<file path="src/verilog/dstc_map.vh">
`ifndef DSTC_MAP_VH
`define DSTC_MAP_VH
// word indices; byte address is four times the index
`define DSTC_IDX_FRAME_DISP_END   8'h2c
`define DSTC_IDX_LINE_SYNC_WIDTH  8'h2e
`define DSTC_IDX_LINE_PERIOD      8'h30
`define DSTC_IDX_FRAME_SYNC_START 8'h32
`define DSTC_IDX_FRAME_LINE_TOTAL 8'h34
`define DSTC_IDX_OFF_RED          8'h36
`define DSTC_IDX_OFF_GB           8'h38
`define DSTC_IDX_MATCH_RED        8'h3a
`define DSTC_IDX_MATCH_GB         8'h3c
`define DSTC_IDX_MODE             8'h40
`define DSTC_IDX_STATUS           8'h41
`define DSTC_IDX_MASK             8'h42
// field layout
`define DSTC_LSW_MSB     6
`define DSTC_LP_MSB      10
`define DSTC_FRM_MSB     9
`define DSTC_RED_MSB     7
`define DSTC_RED_LSB     2
`define DSTC_GRN_MSB     15
`define DSTC_GRN_LSB     10
`define DSTC_BLU_MSB     7
`define DSTC_BLU_LSB     2
// mode register bits
`define DSTC_MODE_TIMING_EN 0
`define DSTC_MODE_DISP_ON   1
`define DSTC_MODE_TV_LO     2
`define DSTC_MODE_TV_HI     3
`define DSTC_MODE_W         4
`define DSTC_MODE_RST       4'h0
`define DSTC_TV_SYNC_MODE   2'b10
// status / mask bits
`define DSTC_ST_EXT_MISSING 0
`define DSTC_ST_FRAME_END   1
`define DSTC_ST_W           2
`define DSTC_ST_RST         2'h0
`endif

</file>
<file path="src/verilog/dstc_timing.v">
`timescale 1ns/10ps
`include "dstc_map.vh"

// Behaviour
// - line sync output is low for the programmed 7-bit sync width in dots.
// - each line repeats after the 11-bit line period in dots.
// - frame sync pulse begins at the line given by frame sync start.
// - frame counts lines up to the frame line total, then restarts.
// - TV sync mode, no external frame sync rise in frame sets missing flag.
// - display off drives the fixed programmable 6-bit red, green, blue colour.
// - off red in bits 7:2; off green 15:10 and blue 7:2 of second register.
// - while timing runs, match pin is 1 exactly when the outgoing pixel equals all match fields.
// - red compares bits 17:12, green 11:6, blue 5:0 of the pixel.
// - outside display interval while timing runs the pixel is zero, so zero match asserts.
// - timing, off-colour and match fields are not touched by reset.
// - vertical display interval ends at the frame display end line.
module dstc_timing #(
	parameter DOT_DIV = 1
) (
	input  wire        clk_i,
	input  wire        resetn_i,
	input  wire        psel_i,
	input  wire        penable_i,
	input  wire        pwrite_i,
	input  wire [11:0] paddr_i,
	input  wire [31:0] pwdata_i,
	output wire [31:0] prdata_o,
	output wire        pready_o,
	output wire        pslverr_o,
	input  wire [17:0] pixel_in_i,
	input  wire        ext_line_sync_in_i,
	input  wire        ext_frame_sync_in_i,
	output wire [17:0] pixel_out_bus_o,
	output wire        color_match_out_o,
	output wire        line_sync_n_o,
	output wire        frame_sync_n_o,
	output wire        display_active_o,
	output wire        irq_o
);

	// ****************************************
	// configuration storage
	// ****************************************
	// no reset on the field and colour registers; mode, status and mask are reset
	reg [`DSTC_FRM_MSB:0] frame_display_end_field_reg;
	reg [`DSTC_LSW_MSB:0] line_sync_width_field_reg;
	reg [`DSTC_LP_MSB:0]  line_period_field_reg;
	reg [`DSTC_FRM_MSB:0] frame_sync_start_field_reg;
	reg [`DSTC_FRM_MSB:0] frame_line_total_field_reg;
	reg [5:0]             off_red_reg;
	reg [5:0]             off_green_reg;
	reg [5:0]             off_blue_reg;
	reg [5:0]             match_red_reg;
	reg [5:0]             match_green_reg;
	reg [5:0]             match_blue_reg;
	reg [`DSTC_MODE_W-1:0] mode_reg;
	reg [`DSTC_ST_W-1:0]   status_reg;
	reg [`DSTC_ST_W-1:0]   mask_reg;

	wire [9:0]  word_idx;
	wire        addr_ok;
	wire        wr_en;
	reg         hit;
	reg  [15:0] rd_word;

	assign word_idx  = paddr_i[11:2];
	assign addr_ok   = (paddr_i[1:0] == 2'h0) && (word_idx[9:8] == 2'h0);
	assign pready_o  = 1'b1;
	assign pslverr_o = psel_i & penable_i & ~hit;
	assign wr_en     = psel_i & penable_i & pwrite_i & hit;
	assign prdata_o  = {16'h0000, rd_word};

	// ****************************************
	// apb decode and read mux
	// ****************************************
	// reserved bits read as zero; software must not rely on that
	always @* begin
		hit     = addr_ok;
		rd_word = 16'h0000;
		case (word_idx[7:0])
		`DSTC_IDX_FRAME_DISP_END: begin
			rd_word[`DSTC_FRM_MSB:0] = frame_display_end_field_reg;
		end
		`DSTC_IDX_LINE_SYNC_WIDTH: begin
			rd_word[`DSTC_LSW_MSB:0] = line_sync_width_field_reg;
		end
		`DSTC_IDX_LINE_PERIOD: begin
			rd_word[`DSTC_LP_MSB:0] = line_period_field_reg;
		end
		`DSTC_IDX_FRAME_SYNC_START: begin
			rd_word[`DSTC_FRM_MSB:0] = frame_sync_start_field_reg;
		end
		`DSTC_IDX_FRAME_LINE_TOTAL: begin
			rd_word[`DSTC_FRM_MSB:0] = frame_line_total_field_reg;
		end
		`DSTC_IDX_OFF_RED: begin
			rd_word[`DSTC_RED_MSB:`DSTC_RED_LSB] = off_red_reg;
		end
		`DSTC_IDX_OFF_GB: begin
			rd_word[`DSTC_GRN_MSB:`DSTC_GRN_LSB] = off_green_reg;
			rd_word[`DSTC_BLU_MSB:`DSTC_BLU_LSB] = off_blue_reg;
		end
		`DSTC_IDX_MATCH_RED: begin
			rd_word[`DSTC_RED_MSB:`DSTC_RED_LSB] = match_red_reg;
		end
		`DSTC_IDX_MATCH_GB: begin
			rd_word[`DSTC_GRN_MSB:`DSTC_GRN_LSB] = match_green_reg;
			rd_word[`DSTC_BLU_MSB:`DSTC_BLU_LSB] = match_blue_reg;
		end
		`DSTC_IDX_MODE: begin
			rd_word[`DSTC_MODE_W-1:0] = mode_reg;
		end
		`DSTC_IDX_STATUS: begin
			rd_word[`DSTC_ST_W-1:0] = status_reg;
		end
		`DSTC_IDX_MASK: begin
			rd_word[`DSTC_ST_W-1:0] = mask_reg;
		end
		default: begin
			hit = 1'b0;
		end
		endcase
	end

	// ****************************************
	// register writes
	// ****************************************
	always @(posedge clk_i) begin
		if (wr_en) begin
			case (word_idx[7:0])
			`DSTC_IDX_FRAME_DISP_END: begin
				frame_display_end_field_reg <= pwdata_i[`DSTC_FRM_MSB:0];
			end
			`DSTC_IDX_LINE_SYNC_WIDTH: begin
				line_sync_width_field_reg <= pwdata_i[`DSTC_LSW_MSB:0];
			end
			`DSTC_IDX_LINE_PERIOD: begin
				line_period_field_reg <= pwdata_i[`DSTC_LP_MSB:0];
			end
			`DSTC_IDX_FRAME_SYNC_START: begin
				frame_sync_start_field_reg <= pwdata_i[`DSTC_FRM_MSB:0];
			end
			`DSTC_IDX_FRAME_LINE_TOTAL: begin
				frame_line_total_field_reg <= pwdata_i[`DSTC_FRM_MSB:0];
			end
			`DSTC_IDX_OFF_RED: begin
				off_red_reg <= pwdata_i[`DSTC_RED_MSB:`DSTC_RED_LSB];
			end
			`DSTC_IDX_OFF_GB: begin
				off_green_reg <= pwdata_i[`DSTC_GRN_MSB:`DSTC_GRN_LSB];
				off_blue_reg  <= pwdata_i[`DSTC_BLU_MSB:`DSTC_BLU_LSB];
			end
			`DSTC_IDX_MATCH_RED: begin
				match_red_reg <= pwdata_i[`DSTC_RED_MSB:`DSTC_RED_LSB];
			end
			`DSTC_IDX_MATCH_GB: begin
				match_green_reg <= pwdata_i[`DSTC_GRN_MSB:`DSTC_GRN_LSB];
				match_blue_reg  <= pwdata_i[`DSTC_BLU_MSB:`DSTC_BLU_LSB];
			end
			default: begin
			end
			endcase
		end
	end

	wire wr_mode   = wr_en && (word_idx[7:0] == `DSTC_IDX_MODE);
	wire wr_status = wr_en && (word_idx[7:0] == `DSTC_IDX_STATUS);
	wire wr_mask   = wr_en && (word_idx[7:0] == `DSTC_IDX_MASK);

	// ****************************************
	// dot enable divider
	// ****************************************
	reg  [7:0] div_cnt_reg;
	wire       dot_en;

	assign dot_en = (div_cnt_reg == (DOT_DIV[7:0] - 8'h01));

	always @(posedge clk_i or negedge resetn_i) begin
		if (!resetn_i) begin
			div_cnt_reg <= 8'h00;
		end else if (dot_en) begin
			div_cnt_reg <= 8'h00;
		end else begin
			div_cnt_reg <= div_cnt_reg + 8'h01;
		end
	end

	// ****************************************
	// raster counters
	// ****************************************
	reg  [10:0] h_cnt_reg;
	reg  [9:0]  v_cnt_reg;
	reg         ext_line_dly_reg;
	reg         ext_frame_dly_reg;
	reg         ext_rise_seen_reg;
	wire        run;
	wire        tv_mode;
	wire        ext_line_fall;
	wire        ext_frame_rise;
	wire        line_wrap;
	wire        frame_wrap;

	assign run      = mode_reg[`DSTC_MODE_TIMING_EN];
	assign tv_mode  = ({mode_reg[`DSTC_MODE_TV_HI], mode_reg[`DSTC_MODE_TV_LO]}
			== `DSTC_TV_SYNC_MODE);
	assign ext_line_fall  = ext_line_dly_reg & ~ext_line_sync_in_i;
	assign ext_frame_rise = ~ext_frame_dly_reg & ext_frame_sync_in_i;
	// period of N dots: count 0..N-1
	assign line_wrap  = (h_cnt_reg >= line_period_field_reg - 11'h001) ||
			(tv_mode && ext_line_fall);
	// frame of N lines, retrace included
	assign frame_wrap = line_wrap &&
			(v_cnt_reg >= frame_line_total_field_reg - 10'h001);

	always @(posedge clk_i or negedge resetn_i) begin
		if (!resetn_i) begin
			ext_line_dly_reg  <= 1'b1;
			ext_frame_dly_reg <= 1'b1;
		end else if (dot_en) begin
			ext_line_dly_reg  <= ext_line_sync_in_i;
			ext_frame_dly_reg <= ext_frame_sync_in_i;
		end
	end

	// TV sync mode only: external line sync fall restarts the line; external frame rise on a line wrap ends frame
	always @(posedge clk_i or negedge resetn_i) begin
		if (!resetn_i) begin
			h_cnt_reg <= 11'h000;
			v_cnt_reg <= 10'h000;
		end else if (!run) begin
			h_cnt_reg <= 11'h000;
			v_cnt_reg <= 10'h000;
		end else if (dot_en) begin
			if (line_wrap) begin
				h_cnt_reg <= 11'h000;
				if (frame_wrap || (tv_mode && ext_frame_rise)) begin
					v_cnt_reg <= 10'h000;
				end else begin
					v_cnt_reg <= v_cnt_reg + 10'h001;
				end
			end else begin
				h_cnt_reg <= h_cnt_reg + 11'h001;
			end
		end
	end

	// ****************************************
	// external frame sync supervision
	// ****************************************
	wire missing_evt;

	assign missing_evt = run && dot_en && tv_mode && frame_wrap &&
			!ext_rise_seen_reg && !ext_frame_rise;

	always @(posedge clk_i or negedge resetn_i) begin
		if (!resetn_i) begin
			ext_rise_seen_reg <= 1'b0;
		end else if (!run || !tv_mode) begin
			ext_rise_seen_reg <= 1'b0;
		end else if (dot_en) begin
			if (frame_wrap) begin
				ext_rise_seen_reg <= 1'b0;
			end else if (ext_frame_rise) begin
				ext_rise_seen_reg <= 1'b1;
			end
		end
	end

	// ****************************************
	// sync, display interval and pixel path
	// ****************************************
	reg         line_sync_n_reg;
	reg         frame_sync_n_reg;
	reg         active_reg;
	reg  [17:0] pixel_reg;
	reg         match_reg;
	wire        active_now;
	wire [17:0] pixel_next;
	wire [17:0] match_word;

	// active after the line sync pulse, above the frame display end line
	assign active_now = run &&
			(h_cnt_reg >= {4'h0, line_sync_width_field_reg}) &&
			(v_cnt_reg < frame_display_end_field_reg);
	assign pixel_next = !active_now ? 18'h00000 :
			mode_reg[`DSTC_MODE_DISP_ON] ? pixel_in_i :
			{off_red_reg, off_green_reg, off_blue_reg};
	assign match_word = {match_red_reg, match_green_reg, match_blue_reg};

	always @(posedge clk_i or negedge resetn_i) begin
		if (!resetn_i) begin
			line_sync_n_reg  <= 1'b1;
			frame_sync_n_reg <= 1'b1;
			active_reg       <= 1'b0;
			pixel_reg        <= 18'h00000;
			match_reg        <= 1'b0;
		end else if (!run) begin
			line_sync_n_reg  <= 1'b1;
			frame_sync_n_reg <= 1'b1;
			active_reg       <= 1'b0;
			pixel_reg        <= 18'h00000;
			match_reg        <= 1'b0;
		end else if (dot_en) begin
			line_sync_n_reg  <= !(h_cnt_reg <
					{4'h0, line_sync_width_field_reg});
			frame_sync_n_reg <= !(v_cnt_reg >=
					frame_sync_start_field_reg);
			active_reg       <= active_now;
			pixel_reg        <= pixel_next;
			// bit slices 17:12, 11:6, 5:0 line up with red, green, blue
			match_reg        <= (pixel_next == match_word);
		end
	end

	assign line_sync_n_o     = line_sync_n_reg;
	assign frame_sync_n_o    = frame_sync_n_reg;
	assign display_active_o  = active_reg;
	assign pixel_out_bus_o   = pixel_reg;
	assign color_match_out_o = match_reg;

	// ****************************************
	// mode, status and interrupt
	// ****************************************
	wire [`DSTC_ST_W-1:0] evt;

	assign evt = {(run && dot_en && frame_wrap), missing_evt};

	always @(posedge clk_i or negedge resetn_i) begin
		if (!resetn_i) begin
			mode_reg   <= `DSTC_MODE_RST;
			status_reg <= `DSTC_ST_RST;
			mask_reg   <= `DSTC_ST_RST;
		end else begin
			if (wr_mode) begin
				mode_reg <= pwdata_i[`DSTC_MODE_W-1:0];
			end
			if (wr_mask) begin
				mask_reg <= pwdata_i[`DSTC_ST_W-1:0];
			end
			// a new event wins over a write-one clear in the same cycle
			status_reg <= (status_reg &
					~(wr_status ? pwdata_i[`DSTC_ST_W-1:0] : 2'h0)) | evt;
		end
	end

	assign irq_o = |(status_reg & mask_reg);

endmodule // dstc_timing

</file>
<file path="config.mk">
export PLATFORM = sky130hd
export DESIGN_NAME = dstc_timing
export DESIGN_NICKNAME = d
export VERILOG_FILES = /design/src/verilog/dstc_timing.v
export VERILOG_INCLUDE_DIRS = /design/src /design/src/verilog
export SDC_FILE = /design/constraint.sdc
export NUM_CORES = 1
export LEC_CHECK = 0
export ABC_AREA = 1
export BUFFER_PORTS_ARGS = -buffer_cell sky130_fd_sc_hd__clkbuf_2
export CORE_MARGIN = 5
export CORE_UTILIZATION = 43
export DETAILED_ROUTE_END_ITERATION = 8
export GPL_TIMING_DRIVEN = 0
export HOLD_SLACK_MARGIN = 0.05
export PLACE_DENSITY = 0.61
export RECOVER_POWER = 100
export SETUP_SLACK_MARGIN = 0.1
export SLEW_MARGIN = 20
export SYNTH_ARGS = -nofsm -noshare
export SYNTH_HDL_FRONTEND = slang
export SYNTH_SLANG_ARGS = --single-unit
</file>
<file path="constraint.sdc">
create_clock -name clk_i -period 4.1 [get_ports clk_i]
set_input_delay 0.615 -clock clk_i [delete_from_list [all_inputs] [get_ports clk_i]]
set_output_delay 0.615 -clock clk_i [all_outputs]
set_load 0.005 [all_outputs]
</file>
==> results.sh <==
export IMPL_gr_total_overflow=0
export IMPL_timing_final_hold_violations=0
export IMPL_htreeDepth=4
export IMPL_layout_setup_ws_ns=0.440
export IMPL_largest_reg_flops=18
export IMPL_proportion_of_netlist_area_held_by_the_largest_area_contributor_pct=29.9
export IMPL_n_fill_cell=1896
export IMPL_timing_critical_path_to_type="flop"
export IMPL_synth_top_cell_by_area="edfxtp_1"
export IMPL_initial_antenna_violation_count=0
export IMPL_pwr_share_comb_pct=2.8
export IMPL_number_of_warnings_reported_in_the_yosys_synthesis_log=0
export IMPL_ant_diodes=0
export IMPL_ir_drop_mv=0.266
export IMPL_postCtsHoldBufs=0
export IMPL_port_buffers=92
export IMPL_post_dp_hpwl_um=18400
export IMPL_timing_critical_path_from_type="flop"
export IMPL_initial_utilization_pct=43.6
export IMPL_failed_checks="capacitance limit, slew limit"
export IMPL_critPathRequiredTime_ns=4.40
export IMPL_critPathKind="reg -> reg"
export IMPL_initialDrtViolationCount=550
export IMPL_cts_setup_buffers=0
export IMPL_asyncSetResetFlopFracSynth_pct=42.5
export IMPL_post_cts_resized=0
export IMPL_fmaxAchievable_mhz=273
export IMPL_crit_reg2reg_capture="v_cnt_reg[8]$_DFFE_PN0P_"
export IMPL_die_width_um=150
export IMPL_grt_max_degree=51
export IMPL_clk_root_buffer_cell="clkbuf_16"
export IMPL_yosys_cell_types_count=51
export IMPL_cts_made_buffers=17
export IMPL_setup_tns_ns=0
export IMPL_tritoncts="yes"
export IMPL_power_leakage_nw=4.54
export IMPL_clk_path_buf_depth=2
export IMPL_detailedPlace_worstSlack_ns=0.588
export IMPL_post_synthesis_sequential_area_ratio_pct=48.3
export IMPL_layout_common_cells="nand2_1, inv_1, edfxtp_1"
export IMPL_antenna_left=0
export IMPL_setup_violations_final=0
export IMPL_synth_area_leaders="edfxtp_1, dfrtp_1, nand2_1"
export IMPL_final_common_cell="nand2_1"
export IMPL_die_area_um2=22600
export IMPL_endpoint_arrival_time_on_the_critical_path_ns=3.96
export IMPL_drc=0
export IMPL_final_nets=1209
export IMPL_grt_first_pass_wirelength_um=36600
export IMPL_rrSetupSlack_ns=0.44
export IMPL_internal_power_w=0.00244
export IMPL_clk_pin_slew_ns=0.06
export IMPL_first_pass_iters=6
export IMPL_dr_total_vias=7136
export IMPL_place_gp_congestion=0.939
export IMPL_detail_route_wirelength_um=23700
export IMPL_syn_cell_area_um2=8450
export IMPL_wire_per_inst_um=17.4
export IMPL_run_status="finished, violations left"
export IMPL_floorplan_die_height_um=150
export IMPL_finalWorstPathRequiredPeriod_ns=3.66
export IMPL_r2r_cells=17
export IMPL_final_max_slew_violation_count=51
export IMPL_routed_via_density=5.23
export IMPL_vias_in_the_first_global_route=6640
export IMPL_worstPathMaxFanout=10
export IMPL_synth_avg_cell_area_um2=8.80
export IMPL_reg2reg_from="line_period_field_reg[0]$_DFFE_PP_"
export IMPL_power_share_sequential_pct=48.9
export IMPL_hp_class="in -> async"
export IMPL_grt_util_all_layers_pct=21.5
export IMPL_slew_headroom_pct=-53.6
export IMPL_number_of_flops_mapped_to_enable_cells_by_yosys=84
export IMPL_utilization_pct=50.4
export IMPL_power_frac_clock_pct=48.3
export IMPL_sw_pwr_w=0.000742
export IMPL_pwr_density_cell_nw_per_um2=326
export IMPL_clock_latency_ns=0.43
export IMPL_maxCapViolations=1
export IMPL_synth_seq_cells=146
export IMPL_core_um2=19400
export IMPL_synth_cells=960
export IMPL_rows=51
export IMPL_ios=126
export IMPL_rsz0062_at_grt="no"
export IMPL_numClockSinks=146
export IMPL_fin_worst_skew_ns=0.0131
export IMPL_synthToLayoutAreaGrowth_pct=15.7
export IMPL_sw_frac_of_total_pct=23.3
export IMPL_final_period_utilization_pct=89.3
export IMPL_worst_pin_slew_ns=2.30
export IMPL_finalHoldWorstSlack_ns=0.197
export IMPL_ys_flop_type="edfxtp_1"
export IMPL_drive_gt1_share_pct=12.3
[power by group through the flow]
stage | clock network [W] | registers (W) | logic, W
final | 0.00154 | 0.00156 | 0.0000899
after detailed placement | 0 | 0.00159 | 0.0000969
after CTS | 0.00156 | 0.00156 | 0.0000971
after global routing | 0.00163 | 0.00156 | 0.000102
after global placement | 0 | 0.00159 | 0.0000924
after floorplan | 0 | 0.00159 | 0.0000328
[cells by family (layout without fill, tap and decap cells)]
family / after synthesis / count (layout) / synth area share (%)
AO/OA/AOI/OAI: 132 / 132 / 9.18
adder cells (fa/ha/maj): 53 / 53 / 7.85
other: 2 / 17 / 0.0889
XOR/XNOR: 35 / 35 / 3.63
AND/OR/NAND/NOR: 416 / 416 / 22.1
buffers and inverters: 176 / 301 / 8.84
flip-flops: 146 / 146 / 48.3
[synth_stat cells, drive strengths merged (3+ instances only)]
master / number
nand2: 216
inv: 137
edfxtp: 84
nor2: 76
o21ai: 60
dfrtp: 58
nand3: 57
ha: 53
buf: 30
a21oi: 29
xor2: 28
nand4: 23
nor3: 19
o22ai: 19
a221oi: 8
and3: 7
clkbuf: 7
nor4: 7
xnor2: 7
dfstp: 4
a22o: 3
nand3b: 3
o211ai: 3
or2: 3
or3: 3
[stage by stage]
| stage | cells | total power [W] | instance area (µm²) |
|---|---|---|---|
| global placement | 1332 | 0.00168 | 9300 |
| finish | 1365 | 0.00319 | 9770 |
| floorplan | 975 | 0.00162 | 8510 |
| CTS | 1365 | 0.00321 | 9910 |
| global route | 1365 | 0.00329 | 9770 |
| detailed placement | 1333 | 0.00168 | 9330 |
[worst max-delay path by stage]
stage | endpoint | cells after the start | from
floorplan | v_cnt_reg[1]$_DFFE_PN0P_ | 17 | line_period_field_reg[0]$_DFFE_PP_
global placement | off_green_reg[2]$_DFFE_PP_ | 11 | paddr_i[8]
detailed placement | v_cnt_reg[8]$_DFFE_PN0P_ | 17 | line_period_field_reg[0]$_DFFE_PP_
CTS | v_cnt_reg[8]$_DFFE_PN0P_ | 17 | line_period_field_reg[0]$_DFFE_PP_
global route | h_cnt_reg[7]$_DFFE_PN0P_ | 17 | line_period_field_reg[0]$_DFFE_PP_
finish | v_cnt_reg[8]$_DFFE_PN0P_ | 17 | line_period_field_reg[0]$_DFFE_PP_
[routing by layer]
layer	global-route usage, %	vias to the layer above	wire length (µm)
li1	-	3457	-
met1	30.9	3364	10600
met2	32.7	283	10800
met3	4.15	32	1820
met4	7.64	0	509
met5	0	-	0
[area by class of cell]
type / instances / area (µm²) / area share (%)
inverter: 139 / 522 / 5.34
clock buffer: 17 / 425 / 4.35
multi-input combinational: 653 / 3620 / 37.0
clock inverter: 15 / 149 / 1.52
timing repair buffer: 93 / 425 / 4.35
buffer: 37 / 223 / 2.28
sequential: 146 / 4080 / 41.7
tap: 265 / 332 / 3.39
[worst max-delay path, cell delays in order, from the launching register on]
cell and delay (ns):
edfxtp_1 0.36, inv_1 0.13, ha_1 0.20, nand2_1 0.08, or3_1 0.35, nor3_1 0.25, nand3_1 0.13, xor2_1 0.18
ha_1 0.30, nand2_1 0.08, or2_1 0.23, nand2_1 0.06, a21oi_1 0.04, nand4_1 0.21, inv_1 0.15, o21ai_2 0.34
clkbuf_2 0.33, o22ai_1 0.10
Note: power is estimated with default switching activity, not from simulation.
